--- config.mk ---
export PLATFORM = sky130hd
export DESIGN_NAME = token_flow_and_pu_control
export DESIGN_NICKNAME = d
export VERILOG_FILES = /design/src/token_flow_pkg.sv /design/src/token_flow_and_pu_control.sv
export SDC_FILE = /design/constraint.sdc
export NUM_CORES = 1
export LEC_CHECK = 0
export ABC_CLOCK_PERIOD_IN_PS = 6450
export BUFFER_PORTS_ARGS = -buffer_cell sky130_fd_sc_hd__buf_2
export CAP_MARGIN = 10
export CORE_ASPECT_RATIO = 0.8
export CORE_MARGIN = 5
export CORE_UTILIZATION = 45
export DETAILED_ROUTE_END_ITERATION = 12
export GPL_TIMING_DRIVEN = 0
export MAX_ROUTING_LAYER = met4
export PLACE_DENSITY = 0.74
export SKIP_CTS_REPAIR_TIMING = 1
export SLEW_MARGIN = 20
export SYNTH_ARGS = -nofsm -noshare
export SYNTH_HDL_FRONTEND = slang
export SYNTH_SLANG_ARGS = --single-unit
--- constraint.sdc ---
create_clock -name core_clk_i -period 6.45 [get_ports core_clk_i]
set_clock_uncertainty 0.15 [all_clocks]
set_input_delay 0.3225 -clock core_clk_i [delete_from_list [all_inputs] [get_ports core_clk_i]]
set_output_delay 0.3225 -clock core_clk_i [all_outputs]
set_load 0.05 [all_outputs]
--- src/token_flow_pkg.sv ---
// Purpose: Constants and types for the token flow and PU control block
// Assumes: One clock, synchronous active-low reset
// Notes:   Token identifiers are eight bits wide
package token_flow_pkg;
   localparam int ID_W   = 8;
   localparam int DATA_W = 18;
   // ----------------------------------------
   // Register map and fields
   // ----------------------------------------
   localparam logic [3:0] CFG_ADDR  = 4'h0;
   localparam logic [3:0] STAT_ADDR = 4'h1;
   localparam int CFG_OP_LSB  = 0;
   localparam int CFG_CS_LSB  = 4;
   localparam int CFG_DS_LSB  = 12;
   localparam int CFG_LIM_LSB = 20;
   localparam logic [31:0] CFG_RESET = 32'h0000_0000;
   // ----------------------------------------
   // Stream operation codes
   // ----------------------------------------
   localparam logic [3:0] PASS_OP           = 4'h0;
   localparam logic [3:0] CYCLIC_DIVIDE_OP  = 4'h1;
   localparam logic [3:0] DIVIDE_OP         = 4'h2;
   localparam logic [3:0] DISTRIBUTE_OP     = 4'h3;
   localparam logic [3:0] SAVE_ID_OP        = 4'h4;
   localparam logic [3:0] STREAM_CUT_OP     = 4'h5;
   // ----------------------------------------
   // Condition test codes
   // ----------------------------------------
   localparam logic [2:0] COND_NONE = 3'h0;
   localparam logic [2:0] COND_EQ   = 3'h1;
   localparam logic [2:0] COND_LT   = 3'h2;
   localparam logic [2:0] COND_LE   = 3'h3;
   localparam logic [2:0] COND_GT   = 3'h4;
   localparam logic [2:0] COND_GE   = 3'h5;
   localparam logic [2:0] COND_NE   = 3'h6;
   localparam logic [2:0] COND_OVF  = 3'h7;
   // ----------------------------------------
   // Processing unit operation codes
   // ----------------------------------------
   localparam logic [4:0] OR_OP                      = 5'h00;
   localparam logic [4:0] AND_OP                     = 5'h01;
   localparam logic [4:0] XOR_OP                     = 5'h02;
   localparam logic [4:0] AND_INVERTED_OP            = 5'h03;
   localparam logic [4:0] NOT_OP                     = 5'h0c;
   localparam logic [4:0] SHIFT_LEFT_OP              = 5'h04;
   localparam logic [4:0] REVERSED_SHIFT_LEFT_OP     = 5'h05;
   localparam logic [4:0] SHIFT_RIGHT_OP             = 5'h06;
   localparam logic [4:0] REVERSED_SHIFT_RIGHT_OP    = 5'h07;
   localparam logic [4:0] ADD_OP                     = 5'h18;
   localparam logic [4:0] ADD_ZERO_COUNT_OP          = 5'h1c;
   localparam logic [4:0] SUBTRACT_OP                = 5'h19;
   localparam logic [4:0] SUBTRACT_ZERO_COUNT_OP     = 5'h1d;
   localparam logic [4:0] MULTIPLY_OP                = 5'h1a;
   localparam logic [4:0] MULTIPLY_ZERO_COUNT_OP     = 5'h1e;
   localparam logic [4:0] PASS_THROUGH_OP            = 5'h1b;
   localparam logic [4:0] PASS_ZERO_COUNT_OP         = 5'h1f;
   localparam logic [4:0] INCREMENT_OP               = 5'h0a;
   localparam logic [4:0] DECREMENT_OP               = 5'h0b;
   localparam logic [4:0] COMPARE_PLAIN_OP           = 5'h08;
   localparam logic [4:0] COMPARE_OP                 = 5'h09;
   localparam logic [4:0] COMPARE_SWAP_OP            = 5'h11;
   localparam logic [4:0] GET_BIT_OP                 = 5'h15;
   localparam logic [4:0] SET_BIT_OP                 = 5'h16;
   localparam logic [4:0] CLEAR_BIT_OP               = 5'h17;
   localparam logic [4:0] MASK_AND_CHECK_OP          = 5'h0d;
   localparam logic [4:0] MASK_OR_CHECK_OP           = 5'h10;
   localparam logic [4:0] TO_SIGN_MAGNITUDE_OP       = 5'h0e;
   localparam logic [4:0] TO_TWOS_COMPLEMENT_OP      = 5'h0f;
   localparam logic [4:0] DOUBLE_PRECISION_ADJUST_OP = 5'h14;
   localparam logic [4:0] ACCUMULATE_OP              = 5'h12;
   localparam logic [4:0] CONDITION_COPY_OP          = 5'h13;
   // ----------------------------------------
   // Types
   // ----------------------------------------
   typedef enum logic [2:0] {
      CLASS_LOGIC, CLASS_SHIFT, CLASS_ARITH, CLASS_COMPARE,
      CLASS_BIT, CLASS_CONVERT, CLASS_MISC
   } op_class_t;
   typedef struct packed {
      logic              valid;
      logic              marker;
      logic [ID_W-1:0]   id;
      logic [DATA_W-1:0] data;
   } token_t;
   typedef struct packed {
      logic              valid;
      logic              plus_one;
      logic [ID_W-1:0]   id;
      logic [DATA_W-1:0] data;
   } out_token_t;
   typedef struct packed {
      logic       two_operand;
      logic       swap_bit;
      logic [1:0] out_format;
      logic       branch_control_bit;
      logic       conditional_bypass_bit;
      logic [2:0] condition_test_field;
      logic [4:0] op;
   } pu_word_t;
   typedef struct packed {
      logic [1:0] out_format;
      logic       branch_control_bit;
      logic       conditional_bypass_bit;
      logic [2:0] condition_test_field;
      logic [4:0] op;
   } pu_ctl_t;
   typedef struct packed {
      logic        c;
      logic        s;
      logic [15:0] data;
   } operand_t;
   typedef struct packed {
      logic zero;
      logic neg;
      logic ovf;
   } res_flags_t;
endpackage : token_flow_pkg

--- src/token_flow_and_pu_control.sv ---
// Purpose: Stream operations and processing unit control decode
// Assumes: Tokens and PU words arrive synchronous to core_clk_i
// Notes:   Outputs are registered, one cycle after the input
//
// The address map and the plain strobed port were decided locally.
`timescale 1ns/10ps
module token_flow_and_pu_control (
   input  wire logic                      core_clk_i,
   input  wire logic                      reset_n_i,
   input  wire logic [3:0]                reg_addr_i,
   input  wire logic [31:0]               reg_wdata_i,
   input  wire logic                      reg_wr_i,
   input  wire logic                      reg_rd_i,
   output logic      [31:0]               reg_rdata_o,
   input  wire token_flow_pkg::token_t    tok_i,
   output token_flow_pkg::out_token_t     tok_o,
   input  wire logic                      pu_valid_i,
   input  wire token_flow_pkg::pu_word_t  pu_word_i,
   input  wire token_flow_pkg::operand_t  opnd_a_i,
   input  wire token_flow_pkg::operand_t  opnd_b_i,
   input  wire token_flow_pkg::operand_t  res_x_i,
   input  wire token_flow_pkg::operand_t  res_y_i,
   input  wire token_flow_pkg::res_flags_t res_flags_i,
   output logic                           pu_valid_o,
   output token_flow_pkg::pu_ctl_t        pu_ctl_o,
   output token_flow_pkg::op_class_t      pu_class_o,
   output logic                           two_operand_o,
   output token_flow_pkg::operand_t       queue_a_o,
   output token_flow_pkg::operand_t       queue_b_o,
   output token_flow_pkg::operand_t       pu_x_o,
   output token_flow_pkg::operand_t       pu_y_o,
   output logic                           pu_plus_one_o
);
   import token_flow_pkg::*;

   // ----------------------------------------
   // Decode functions
   // ----------------------------------------
   function automatic op_class_t op_class(input logic [4:0] op);
      unique case (op)
         OR_OP, AND_OP, XOR_OP, AND_INVERTED_OP, NOT_OP:
            op_class = CLASS_LOGIC;
         SHIFT_LEFT_OP, REVERSED_SHIFT_LEFT_OP, SHIFT_RIGHT_OP,
         REVERSED_SHIFT_RIGHT_OP:
            op_class = CLASS_SHIFT;
         ADD_OP, ADD_ZERO_COUNT_OP, SUBTRACT_OP, SUBTRACT_ZERO_COUNT_OP,
         MULTIPLY_OP, MULTIPLY_ZERO_COUNT_OP, PASS_THROUGH_OP,
         PASS_ZERO_COUNT_OP, INCREMENT_OP, DECREMENT_OP:
            op_class = CLASS_ARITH;
         COMPARE_PLAIN_OP, COMPARE_OP, COMPARE_SWAP_OP:
            op_class = CLASS_COMPARE;
         GET_BIT_OP, SET_BIT_OP, CLEAR_BIT_OP, MASK_AND_CHECK_OP,
         MASK_OR_CHECK_OP:
            op_class = CLASS_BIT;
         TO_SIGN_MAGNITUDE_OP, TO_TWOS_COMPLEMENT_OP:
            op_class = CLASS_CONVERT;
         DOUBLE_PRECISION_ADJUST_OP, ACCUMULATE_OP, CONDITION_COPY_OP:
            op_class = CLASS_MISC;
      endcase
   endfunction : op_class

   function automatic logic cond_true(input logic [2:0] code,
                                      input res_flags_t f);
      unique case (code)
         COND_EQ:  cond_true = f.zero;
         COND_LT:  cond_true = f.neg;
         COND_LE:  cond_true = f.neg | f.zero;
         COND_GT:  cond_true = ~f.neg & ~f.zero;
         COND_GE:  cond_true = ~f.neg;
         COND_NE:  cond_true = ~f.zero;
         COND_OVF: cond_true = f.ovf;
         COND_NONE: cond_true = 1'b0;
      endcase
   endfunction : cond_true

   // ----------------------------------------
   // Register file
   // ----------------------------------------
   logic [31:0]     cfg_reg;
   logic [7:0]      cnt_reg;
   logic            pass_reg;
   logic [ID_W-1:0] offset_reg;
   logic [ID_W-1:0] saved_identifier_reg;
   logic [3:0]      fc_op;
   logic [7:0]      count_size;
   logic [7:0]      divide_size;
   logic [ID_W-1:0] offset_limit;

   assign fc_op        = cfg_reg[CFG_OP_LSB +: 4];
   assign count_size   = cfg_reg[CFG_CS_LSB +: 8];
   assign divide_size  = cfg_reg[CFG_DS_LSB +: 8];
   assign offset_limit = cfg_reg[CFG_LIM_LSB +: ID_W];

   always_ff @(posedge core_clk_i) begin
      if (!reset_n_i) begin
         cfg_reg <= CFG_RESET;
      end else if (reg_wr_i && reg_addr_i == CFG_ADDR) begin
         cfg_reg <= reg_wdata_i;
      end
   end

   always_ff @(posedge core_clk_i) begin
      if (!reset_n_i) begin
         reg_rdata_o <= 32'h0000_0000;
      end else if (reg_rd_i) begin
         unique case (reg_addr_i)
            CFG_ADDR:  reg_rdata_o <= cfg_reg;
            STAT_ADDR: reg_rdata_o <= {7'h00, pass_reg,
                                       saved_identifier_reg,
                                       offset_reg, cnt_reg};
            default:   reg_rdata_o <= 32'h0000_0000;
         endcase
      end else begin
         reg_rdata_o <= 32'h0000_0000;
      end
   end

   // ----------------------------------------
   // Stream operations
   // ----------------------------------------
   logic            tok_marker;
   logic            tok_plain;
   logic            cnt_in_id;
   logic [7:0]      cnt_next;
   logic            pass_next;
   logic [ID_W-1:0] offset_next;
   logic [ID_W-1:0] saved_next;
   out_token_t      out_next;

   assign tok_marker = tok_i.valid & tok_i.marker;
   assign tok_plain  = tok_i.valid & ~tok_i.marker;
   assign cnt_in_id  = cnt_reg <= count_size;

   always_comb begin
      cnt_next    = cnt_reg;
      pass_next   = pass_reg;
      offset_next = offset_reg;
      saved_next  = saved_identifier_reg;
      out_next    = '{valid: tok_i.valid, plus_one: 1'b0,
                      id: tok_i.id, data: tok_i.data};
      unique case (fc_op)
         CYCLIC_DIVIDE_OP: begin
            if (tok_i.valid) begin
               out_next.plus_one = ~cnt_in_id;
               cnt_next = (cnt_reg >= divide_size) ? 8'h00
                                                   : cnt_reg + 8'h01;
            end
         end
         DIVIDE_OP: begin
            if (tok_marker) begin
               cnt_next       = 8'h00;
               out_next.valid = 1'b0;
            end else if (tok_plain) begin
               out_next.plus_one = ~cnt_in_id;
               if (cnt_in_id) begin
                  cnt_next = cnt_reg + 8'h01;
               end
            end
         end
         DISTRIBUTE_OP: begin
            out_next.id = tok_i.id + offset_reg;
            if (tok_marker) begin
               offset_next = (offset_reg == offset_limit)
                           ? '0 : offset_reg + 1'b1;
            end
         end
         SAVE_ID_OP: begin
            if (tok_plain) begin
               saved_next     = tok_i.data[ID_W-1:0];
               out_next.valid = 1'b0;
            end else if (tok_marker) begin
               out_next.id = saved_identifier_reg;
            end
         end
         STREAM_CUT_OP: begin
            if (tok_marker) begin
               pass_next      = 1'b0;
               cnt_next       = 8'h00;
               out_next.valid = 1'b0;
            end else if (tok_plain && !pass_reg) begin
               if (cnt_reg == count_size) begin
                  pass_next = 1'b1;
               end else begin
                  cnt_next       = cnt_reg + 8'h01;
                  out_next.valid = 1'b0;
               end
            end
         end
         default: begin
         end
      endcase
   end

   always_ff @(posedge core_clk_i) begin
      if (!reset_n_i) begin
         cnt_reg              <= 8'h00;
         pass_reg             <= 1'b0;
         offset_reg           <= '0;
         saved_identifier_reg <= '0;
         tok_o                <= '0;
      end else begin
         cnt_reg              <= cnt_next;
         pass_reg             <= pass_next;
         offset_reg           <= offset_next;
         saved_identifier_reg <= saved_next;
         tok_o                <= out_next;
      end
   end

   // ----------------------------------------
   // Processing unit control
   // ----------------------------------------
   logic     bypass;
   logic     cond_hit;
   operand_t x_next;
   operand_t y_next;

   assign bypass   = pu_word_i.conditional_bypass_bit
                   & (opnd_a_i.c != opnd_b_i.c);
   assign cond_hit = cond_true(pu_word_i.condition_test_field,
                               res_flags_i);

   always_comb begin
      x_next = res_x_i;
      y_next = res_y_i;
      if (bypass) begin
         x_next = opnd_a_i;
         y_next = opnd_b_i;
      end else if (pu_word_i.condition_test_field == COND_NONE) begin
         x_next.c = opnd_a_i.c;
         y_next.c = opnd_b_i.c;
      end else begin
         x_next.c = cond_hit;
         y_next.c = cond_hit;
      end
   end

   always_ff @(posedge core_clk_i) begin
      if (!reset_n_i) begin
         pu_valid_o    <= 1'b0;
         pu_ctl_o      <= '0;
         pu_class_o    <= CLASS_LOGIC;
         two_operand_o <= 1'b0;
         queue_a_o     <= '0;
         queue_b_o     <= '0;
         pu_x_o        <= '0;
         pu_y_o        <= '0;
         pu_plus_one_o <= 1'b0;
      end else begin
         pu_valid_o    <= pu_valid_i;
         pu_ctl_o      <= pu_word_i[11:0];
         pu_class_o    <= op_class(pu_word_i.op);
         two_operand_o <= pu_word_i.two_operand;
         if (pu_word_i.two_operand && pu_word_i.swap_bit) begin
            queue_a_o <= opnd_b_i;
            queue_b_o <= opnd_a_i;
         end else begin
            queue_a_o <= opnd_a_i;
            queue_b_o <= pu_word_i.two_operand ? opnd_b_i : '0;
         end
         pu_x_o        <= x_next;
         pu_y_o        <= y_next;
         pu_plus_one_o <= pu_word_i.branch_control_bit
                        & x_next.c;
      end
   end
endmodule : token_flow_and_pu_control

==> metrics.cfg, run 1 <==
[yosys]
synth_xor_area_frac = 0.0228
syn_avg_cell_area_um2 = 9.14
ys_ff_latch = 207
ys_async_sr_fraction = 0
synth_top_family_by_area = simple AND/OR/NAND/NOR gates
synthCells = 923
synth_top_area_share = 0.491
ys_top_cells_by_area = dfxtp_1 49%, nand2_1 9.0%, a21boi_0 7.4%
synth_area_mm2 = 0.00843
synth_top_flop_cell = dfxtp_1
synth.largest_area_cell = dfxtp_1
yosysWarnings = 0
ys_seq_area_frac = 0.491
synth_compound_area_frac = 0.163
synth_fp_nets = 1107
synth_cell_types = 67
synth_edf_count = 0
synth-simple-area-share = 0.212
synth-adder-area-share = 0.0395
synthMuxAreaShare = 0.0320

[sta]
fin_ws_ns = 3.53
tns_ns = 0
maxSlewViolCount = 0
min_period_ns = 2.92
max_freq_mhz = 343
hold_viol_final = 4
whs_ns = -0.0312
relSlewSlack = 0.413
rsz0062_at_grt = no
fin_crit_sh = 0.452
worstMarginPinSlew_ns = 0.873
setup_viol = 0

[route]
drc = 0
drtIter0Drc = 633
ant_nets = 0
routed_via_density = 5.27
finalWirelength_um = 32000
wl_per_cell_um = 19.0
vias = 8880
firstDrtPassIters = 5

[setup_path]
cp_data_required_time_ns = 6.75
r2r-end = cnt_reg[4]$_SDFFE_PN0P_
r2r_slack_ns = 3.67
r2r_cells = 8
critical_path_arrival_ns = 3.21
timing.critical_path.to = pu_x_o[2]$_SDFF_PN0_
critPathLaunchType = input port
path_max_fanout = 10
crit_start = opnd_b_i[17]
endpoint_kind = register
crit_type = in -> reg
r2r-start = cnt_reg[4]$_SDFFE_PN0P_

[cells_and_area]
fillCellCount = 1375
syn2layout_area_growth_pct = 50.7
finish.utilization = 0.695
nets = 1602
drive_above_1_share = 0.256

[power]
power.density_mw_per_mm2 = 251
ir_drop_uv = 167
power_leakage_uw = 0.00595

[placement]
dp.final_hpwl_um = 21500
gp_congestion = 0.950
portBuffers = 303
place_ws_ns = 3.76

[clock_tree]
cts_tree = yes
clkTransAtPathRegs_ns = 0.06
cts-root-buf = clkbuf_16
cts_buffer_depth = 3
numCtsBuffers = 22
htreeDepth = 1
clock_latency_ns = 0.51
cts_sinks = 207

[worst_hold_path]
worstHoldPathType = in -> reg
hold_start = opnd_b_i[10]

[die]
core_mm2 = 0.0183
die_x_um = 163
initial_core_util = 0.461
die_y_um = 132
rows = 44
die_area_mm2 = 0.0216
ioPinCount = 308

[global_route]
overflow = 0
grt_max_degree = 15
grt_pass1_vias = 7465
grt_pass1_wl_um = 41900
antenna_found_initial = 0
grt_use_total = 0.251

[job]
cap_violations = 0

[run_status]
violations = hold timing
status = finished with violations

[power breakdown]
part | switching, µW | internal, µW | total, µW
Clock | 516 | 807 | 1320
Combinational | 336 | 194 | 531
Sequential | 14.1 | 1330 | 1340
Total | 866 | 2330 | 3190
[kinds of logic after synthesis]
family	Yosys count
AND/OR/NAND/NOR	387
flip-flops	207
AO/OA/AOI/OAI	182
buffers and inverters	72
multiplexers	27
adder cells (fa/ha/maj)	26
XOR/XNOR	22
[worst min path at each step]
stage                                           to  depth (start not counted)
after floorplan           cfg_reg[28]$_SDFFE_PN0P_                          2
after global placement    cfg_reg[29]$_SDFFE_PN0P_                          2
after detailed placement  cfg_reg[29]$_SDFFE_PN0P_                          2
after CTS                     tok_o[10]$_SDFF_PN0_                          2
after global routing        pu_ctl_o[5]$_SDFF_PN0_                          2
final                     queue_b_o[10]$_SDFF_PN0_                          3
[through the flow]
stage                     instance area (µm²)  instances  power, µW
after floorplan                          8430        923       1640
after global placement                  10300       1479       1790
after detailed placement                10300       1479       1790
after CTS                               11000       1517       3100
after global routing                    12700       1685       3300
final                                   12700       1686       3190
[cells in the mapped netlist (all sizes together) (2+ instances only)]
cell and count:
a211oi 5, a21boi 93, a21o 3, a21oi 12, a22oi 33, and2 39, and3 11, buf 13
clkbuf 37, dfxtp 207, ha 25, inv 21, mux2i 27, nand2 203, nand2b 3, nand3 12
nand3b 6, nand4 5, nand4b 2, nor2 75, nor2b 15, nor3 3, nor4 5, o21ai 14
o221ai 4, o22ai 3, o31ai 2, or3b 2, xnor2 8, xor2 14
[final cells by class]
class,count,area [µm²],area share
repair buffers,471,3200,0.252
well taps,253,317,0.0249
plain buffers,51,248,0.0195
diodes,1,2.50,0.000197
clock inverters,9,130,0.0102
inverters,21,78.8,0.00620
clock buffers,29,628,0.0494
multi-input cells,644,3960,0.312
flip-flops and latches,207,4140,0.326
[layer usage]
layer,vias to the layer above,share of wire,global-route usage
met4,0,0.043,0.0750
met2,546,0.45,0.377
met1,4100,0.42,0.350
met5,-,0,-
li1,4108,-,-
met3,126,0.088,0.0420
[critical path, cell delays in order]
cell and delay, ns:
dlygate4sd3_1 0.54, buf_2 0.16, xor2_1 0.18, and2_1 0.14
clkbuf_1 0.39, clkbuf_1 0.46, nand2_1 0.17, a21boi_0 0.25
dlygate4sd3_1 0.59
[placed cells by master, fill, tap and decap left out, types with 23 or more instances in the layout]
cell           Yosys  layout
buf_2              5     308
dfxtp_1          207     207
nand2_1          202     202
dlygate4sd3_1      0     168
a21boi_0          83      83
nor2_1            74      74
clkbuf_1          37      40
and2_1            38      38
a22oi_1           33      33
mux2i_1           27      27
ha_1              25      25
clkbuf_16          0      23
(Power assumes the default switching activity.)
==> run 2: changes to the inputs <==
- ABC_CLOCK_PERIOD_IN_PS: 6450 -> 2900
- clock period: 6.45 -> 2.9 ns (I/O delays scaled with it)
==> metrics.cfg, run 2 (synthesis gave the netlist of run 1 again) <==
[run_status]
status = finished with violations
violations = hold timing

[placement]
dp.final_hpwl_um = 21500
gp_congestion = 0.950
portBuffers = 303

[die]
die_x_um = 163
rows = 44
core_mm2 = 0.0183
die_y_um = 132
ioPinCount = 308
die_area_mm2 = 0.0216
initial_core_util = 0.461

[cells_and_area]
final_cell_mix = 308 x buf_2, 207 x dfxtp_1, 202 x nand2_1, 200 x dlygate4sd3_1, 83 x a21boi_0
syn2layout_area_growth_pct = 54.5
drive_above_1_share = 0.251
layout_commonest_cell = buf_2
nets = 1634

[setup_path]
path_max_fanout = 9
critPathLaunchType = register
critical_path_arrival_ns = 3.08
crit_type = reg -> reg
r2r-start = cnt_reg[0]$_SDFFE_PN0P_
crit_start = cnt_reg[0]$_SDFFE_PN0P_
endpoint_kind = register
cp_data_required_time_ns = 3.17

[global_route]
grt_use_total = 0.251
grt_pass1_wl_um = 41900
antenna_found_initial = 2
grt_pass1_vias = 7465
overflow = 0
grt_max_degree = 15

[worst_hold_path]
worstHoldPathType = in -> reg
hold_start = tok_i[22]

[route]
vias = 9119
finalWirelength_um = 33300
routed-wl-met3_um = 2660
drc = 0
ant_nets = 0
firstDrtPassIters = 6
maxUsedRoutingLayer = met4
wl_per_cell_um = 19.4
route.met2.wl_um = 15300
drtIter0Drc = 699
wl_met1_um = 13900
routed_via_density = 5.30

[job]
cap_violations = 0

[sta]
relSlewSlack = 0.405
hold_viol_final = 3
worstMarginPinSlew_ns = 0.885
whs_ns = -0.0556
maxSlewViolCount = 0
max_freq_mhz = 355
tns_ns = 0
fin_crit_sh = 0.971
min_period_ns = 2.82
setup_viol = 0
rsz0062_at_grt = no

[clock_tree]
htreeDepth = 1
cts_tree = yes
clock_latency_ns = 0.50
cts_sinks = 207
cts_buffer_depth = 3
numCtsBuffers = 22
clkTransAtPathRegs_ns = 0.06
cts-root-buf = clkbuf_16

[power]
ir_drop_uv = 390
power_leakage_uw = 0.00610
power.density_mw_per_mm2 = 550

-- run 2: cell count changes in the layout (fill, tap and decap cells not counted) --
cell and delta:
diode_2 +1, dlygate4sd3_1 +32
-- run 2: stage by stage --
| stage | instances | worst slack [ns] | total power [µW] | cell area [µm²] | utilization |
|---|---|---|---|---|---|
| 3_5_place_dp | 1479 | 0.209 | 3990 | 10300 | 0.562 |
| 3_3_place_gp | 1479 | 0.229 | 3980 | 10300 | 0.562 |
| 2_1_floorplan | 923 | 0.624 | 3650 | 8430 | - |
| 6_report | 1719 | 0.0833 | 7160 | 13000 | 0.713 |
| 5_1_grt | 1719 | 0.000304 | 7380 | 13000 | 0.713 |
| 4_1_cts | 1517 | 0.196 | 6900 | 11000 | 0.603 |
-- run 2: worst max-delay path, stage by stage (launching register included) --
cell,delay (ns)
dfxtp_1,0.44
inv_1,0.14
ha_1,0.30
nand2_1,0.06
nor3_2,0.49
a2111oi_4,0.12
a311oi_4,0.60
nand2_4,0.18
o221ai_1,0.24
-- run 2: routing by layer --
metal  global-route usage  vias to the layer above
li1                     -                     4183
met1                0.350                     4302
met2                0.377                      498
met3               0.0420                      136
met4               0.0750                        0
met5                    -                        -
-- run 2: layout make-up --
type,instances,area [µm²]
diodes,2,5.00
plain buffers,51,248
clock buffers,29,628
clock inverters,9,130
fillers,1336,5250
inverters,21,78.8
multi-input cells,644,3960
flip-flops and latches,207,4140
well taps,253,317
repair buffers,503,3520
-- run 2: report_power, final --
| group | internal (µW) | switching (µW) | leakage (µW) | total [µW] |
|---|---|---|---|---|
| Clock | 1790 | 1160 | 0.000377 | 2950 |
| Combinational | 460 | 765 | 0.00403 | 1230 |
| Sequential | 2950 | 32.0 | 0.00170 | 2980 |
-- run 2: path summary, 6_finish.rpt --
path              cells past startpoint                  endpoint  slack (ns)
hold reg to reg                       2  cfg_reg[29]$_SDFFE_PN0P_        0.31
setup reg to reg                      8   cnt_reg[2]$_SDFFE_PN0P_        0.08
setup / recovery                      8   cnt_reg[2]$_SDFFE_PN0P_        0.08
hold / removal                        3      tok_o[22]$_SDFF_PN0_       -0.06
==> run 3: changes to the inputs <==
- CTS_BUF_LIST: unset -> sky130_fd_sc_hd__clkbuf_2
==> metrics.cfg, run 3 <==
[run_status]
status = did not finish
haltStage = global routing
error = [ERROR RSZ-0060] Max buffer count reached.

[die]
die_x_um = 163
die_y_um = 132
rows = 44
ioPinCount = 308
initial_core_util = 0.461

[yosys]
yosys.cell_count.top_type = dfxtp_1
synth_top_area_share = 0.491
ys_ff_latch = 207
syn_avg_cell_area_um2 = 9.14
synth_cell_types = 67
yosysWarnings = 0
synth_fp_nets = 1107
ys_top_cells_by_area = dfxtp_1 49%, nand2_1 9.0%, a21boi_0 7.4%
synth_area_mm2 = 0.00843
synth_top_flop_cell = dfxtp_1
ys_async_sr_fraction = 0
synth_edf_count = 0
synthCells = 923
yosys-top-cells-count = 207 x dfxtp_1, 202 x nand2_1, 83 x a21boi_0
ys_seq_area_frac = 0.491
synth.largest_area_cell = dfxtp_1

[placement]
dp.final_hpwl_um = 21500
portBuffers = 303
gp_congestion = 0.950

[clock_tree]
numCtsBuffers = 49
htreeDepth = 2
cts-root-buf = clkbuf_2
cts_buffer_depth = 3
cts_sinks = 207

[sta]
worst_path_end_type = register input
worst_endpoint = cnt_reg[6]$_SDFFE_PN0P_/D

[global_route]
grt_max_degree = 13

[run 3: cell counts after synthesis]
Identical to the previous run, type by type.
[run 3: kinds of logic after synthesis]
group,count (synthesis),synth area share
multiplexers,27,0.0320
flip-flops,207,0.491
XOR/XNOR,22,0.0228
AO/OA/AOI/OAI,182,0.163
AND/OR/NAND/NOR,387,0.212
buffers and inverters,72,0.0387
adder cells (fa/ha/maj),26,0.0395
[run 3: per-stage QoR]
stage                     worst slack (ns)  hold WS (ns)  instances  area (µm²)
after global placement               0.229         0.201       1479       10300
after CTS                            0.173        -0.668       1565       10700
after detailed placement             0.209         0.204       1479       10300
after floorplan                      0.624         0.117        923        8430
==> run 4: changes to the inputs <==
- CORE_ASPECT_RATIO: 0.8 -> unset
- CORE_UTILIZATION: 45 -> 30
- CTS_BUF_LIST: sky130_fd_sc_hd__clkbuf_2 -> unset
- MAX_ROUTING_LAYER: met4 -> unset
- PLACE_DENSITY: 0.74 -> unset
- PLACE_DENSITY_LB_ADDON: unset -> 0.15
==> metrics.cfg, run 4 (synthesis gave the netlist of run 1 again) <==
[cells_and_area]
nets = 1635
layout_commonest_cell = buf_2
fillCellCount = 2729
final_cells = 1848
finalInstanceArea_mm2 = 0.0132
drive_above_1_share = 0.253
final_cell_mix = 308 x buf_2, 207 x dfxtp_1, 202 x nand2_1, 199 x dlygate4sd3_1, 83 x a21boi_0
syn2layout_area_growth_pct = 56.6

[sta]
worstMarginPinSlew_ns = 0.999
hold_viol_final = 0
relSlewSlack = 0.329
max_freq_mhz = 371
setup_viol = 0
min_period_ns = 2.69
maxSlewViolCount = 0
fin_crit_sh = 0.929

[route]
routed_via_density = 4.55
vias = 8405
firstDrtPassIters = 5
ant_nets = 0
drtIter0Drc = 423
finalWirelength_um = 31700
drc = 0
wl_per_cell_um = 17.1

[die]
ioPinCount = 308
die_y_um = 178
initial_core_util = 0.304
core_mm2 = 0.0278
die_x_um = 178
rows = 61
die_area_mm2 = 0.0316

[power]
total_power_uw = 7210
power_frac_seq = 0.414
p_int_uw = 5220
switching_share = 0.276
power.density_mw_per_mm2 = 546
comb_power_share = 0.166
power_leakage_uw = 0.00611
ir_drop_uv = 461
p_clk_frac = 0.420
switching_power_uw = 1990

[setup_path]
endpoint_kind = register
r2r_cells = 7
cp_data_required_time_ns = 3.18
crit_type = reg -> reg
path_max_fanout = 9
critical_path_arrival_ns = 2.98
critPathLaunchType = register

[global_route]
grt_pass1_vias = 7722
grt_use_total = 0.183
overflow = 0
grt_max_degree = 13
grt_pass1_wl_um = 45100
antenna_found_initial = 1

[run_status]
status = complete, no violations

[clock_tree]
numCtsBuffers = 24
clkTransAtPathRegs_ns = 0.06
htreeDepth = 1
cts_buffer_depth = 3
clock_latency_ns = 0.52
cts_tree = yes
cts_sinks = 207
cts-root-buf = clkbuf_16

[worst_hold_path]
hold_path_depth = 4
worstHoldPathType = in -> reg

[placement]
dp.final_hpwl_um = 23000
placed_cell_area_mm2 = 0.0104
dp.cells = 1604
gp_congestion = 0.815
portBuffers = 303

[job]
cap_violations = 0

-- run 4: power groups by stage --
stage                     clock, µW  combinational (µW)  sequential (µW)
final                          3030                1190             2980
after CTS                      3100                 971             2980
after global routing           3230                1280             2990
after detailed placement          0                 969             3040
after floorplan                   0                 254             3400
after global placement            0                 969             3040
-- run 4: critical path, cell delays in order (launching register included) --
cell	delay (ns)
dfxtp_1	0.47
ha_1	0.30
a21o_1	0.16
a21oi_1	0.32
a2111oi_4	0.16
a311oi_4	0.61
nand2_4	0.19
o221ai_1	0.24
-- run 4: area by class of cell --
type	count	area, µm²	share of cell area
Inverter	21	78.8	0.00597
Buffer	51	248	0.0188
Multi-Input combinational cell	644	3960	0.300
Tap cell	378	473	0.0358
Clock buffer	33	674	0.0511
Antenna cell	1	2.50	0.000189
Sequential cell	207	4140	0.314
Timing Repair Buffer	502	3510	0.266
Clock inverter	11	116	0.00881
-- run 4: path summary, 6_finish.rpt --
check                                 from                         to  slack [ns]
setup / recovery   cnt_reg[6]$_SDFFE_PN0P_    cnt_reg[7]$_SDFFE_PN0P_        0.21
hold / removal               reg_addr_i[0]  reg_rdata_o[1]$_SDFF_PN0_       0.003
setup reg to reg   cnt_reg[6]$_SDFFE_PN0P_    cnt_reg[7]$_SDFFE_PN0P_        0.21
hold reg to reg   cfg_reg[28]$_SDFFE_PN0P_   cfg_reg[28]$_SDFFE_PN0P_        0.31
-- run 4: routing by layer --
metal | vias to the layer above | part of all wire | GRT usage
met5 | - | 0 | 0
met4 | 0 | 0.015 | 0.0358
met3 | 37 | 0.082 | 0.0635
met2 | 289 | 0.49 | 0.315
met1 | 3907 | 0.41 | 0.222
li1 | 4172 | - | -
-- run 4: through the flow --
step | TNS (ns) | hold WS (ns) | utilization | setup slack, ns
2_1_floorplan | 0 | 0.117 | - | 0.624
3_3_place_gp | 0 | 0.201 | 0.375 | 0.242
3_5_place_dp | 0 | 0.204 | 0.375 | 0.260
4_1_cts | 0 | -0.340 | 0.404 | 0.232
5_1_grt | -0.0165 | 0.0199 | 0.475 | -0.0165
6_report | 0 | 0.00325 | 0.475 | 0.205
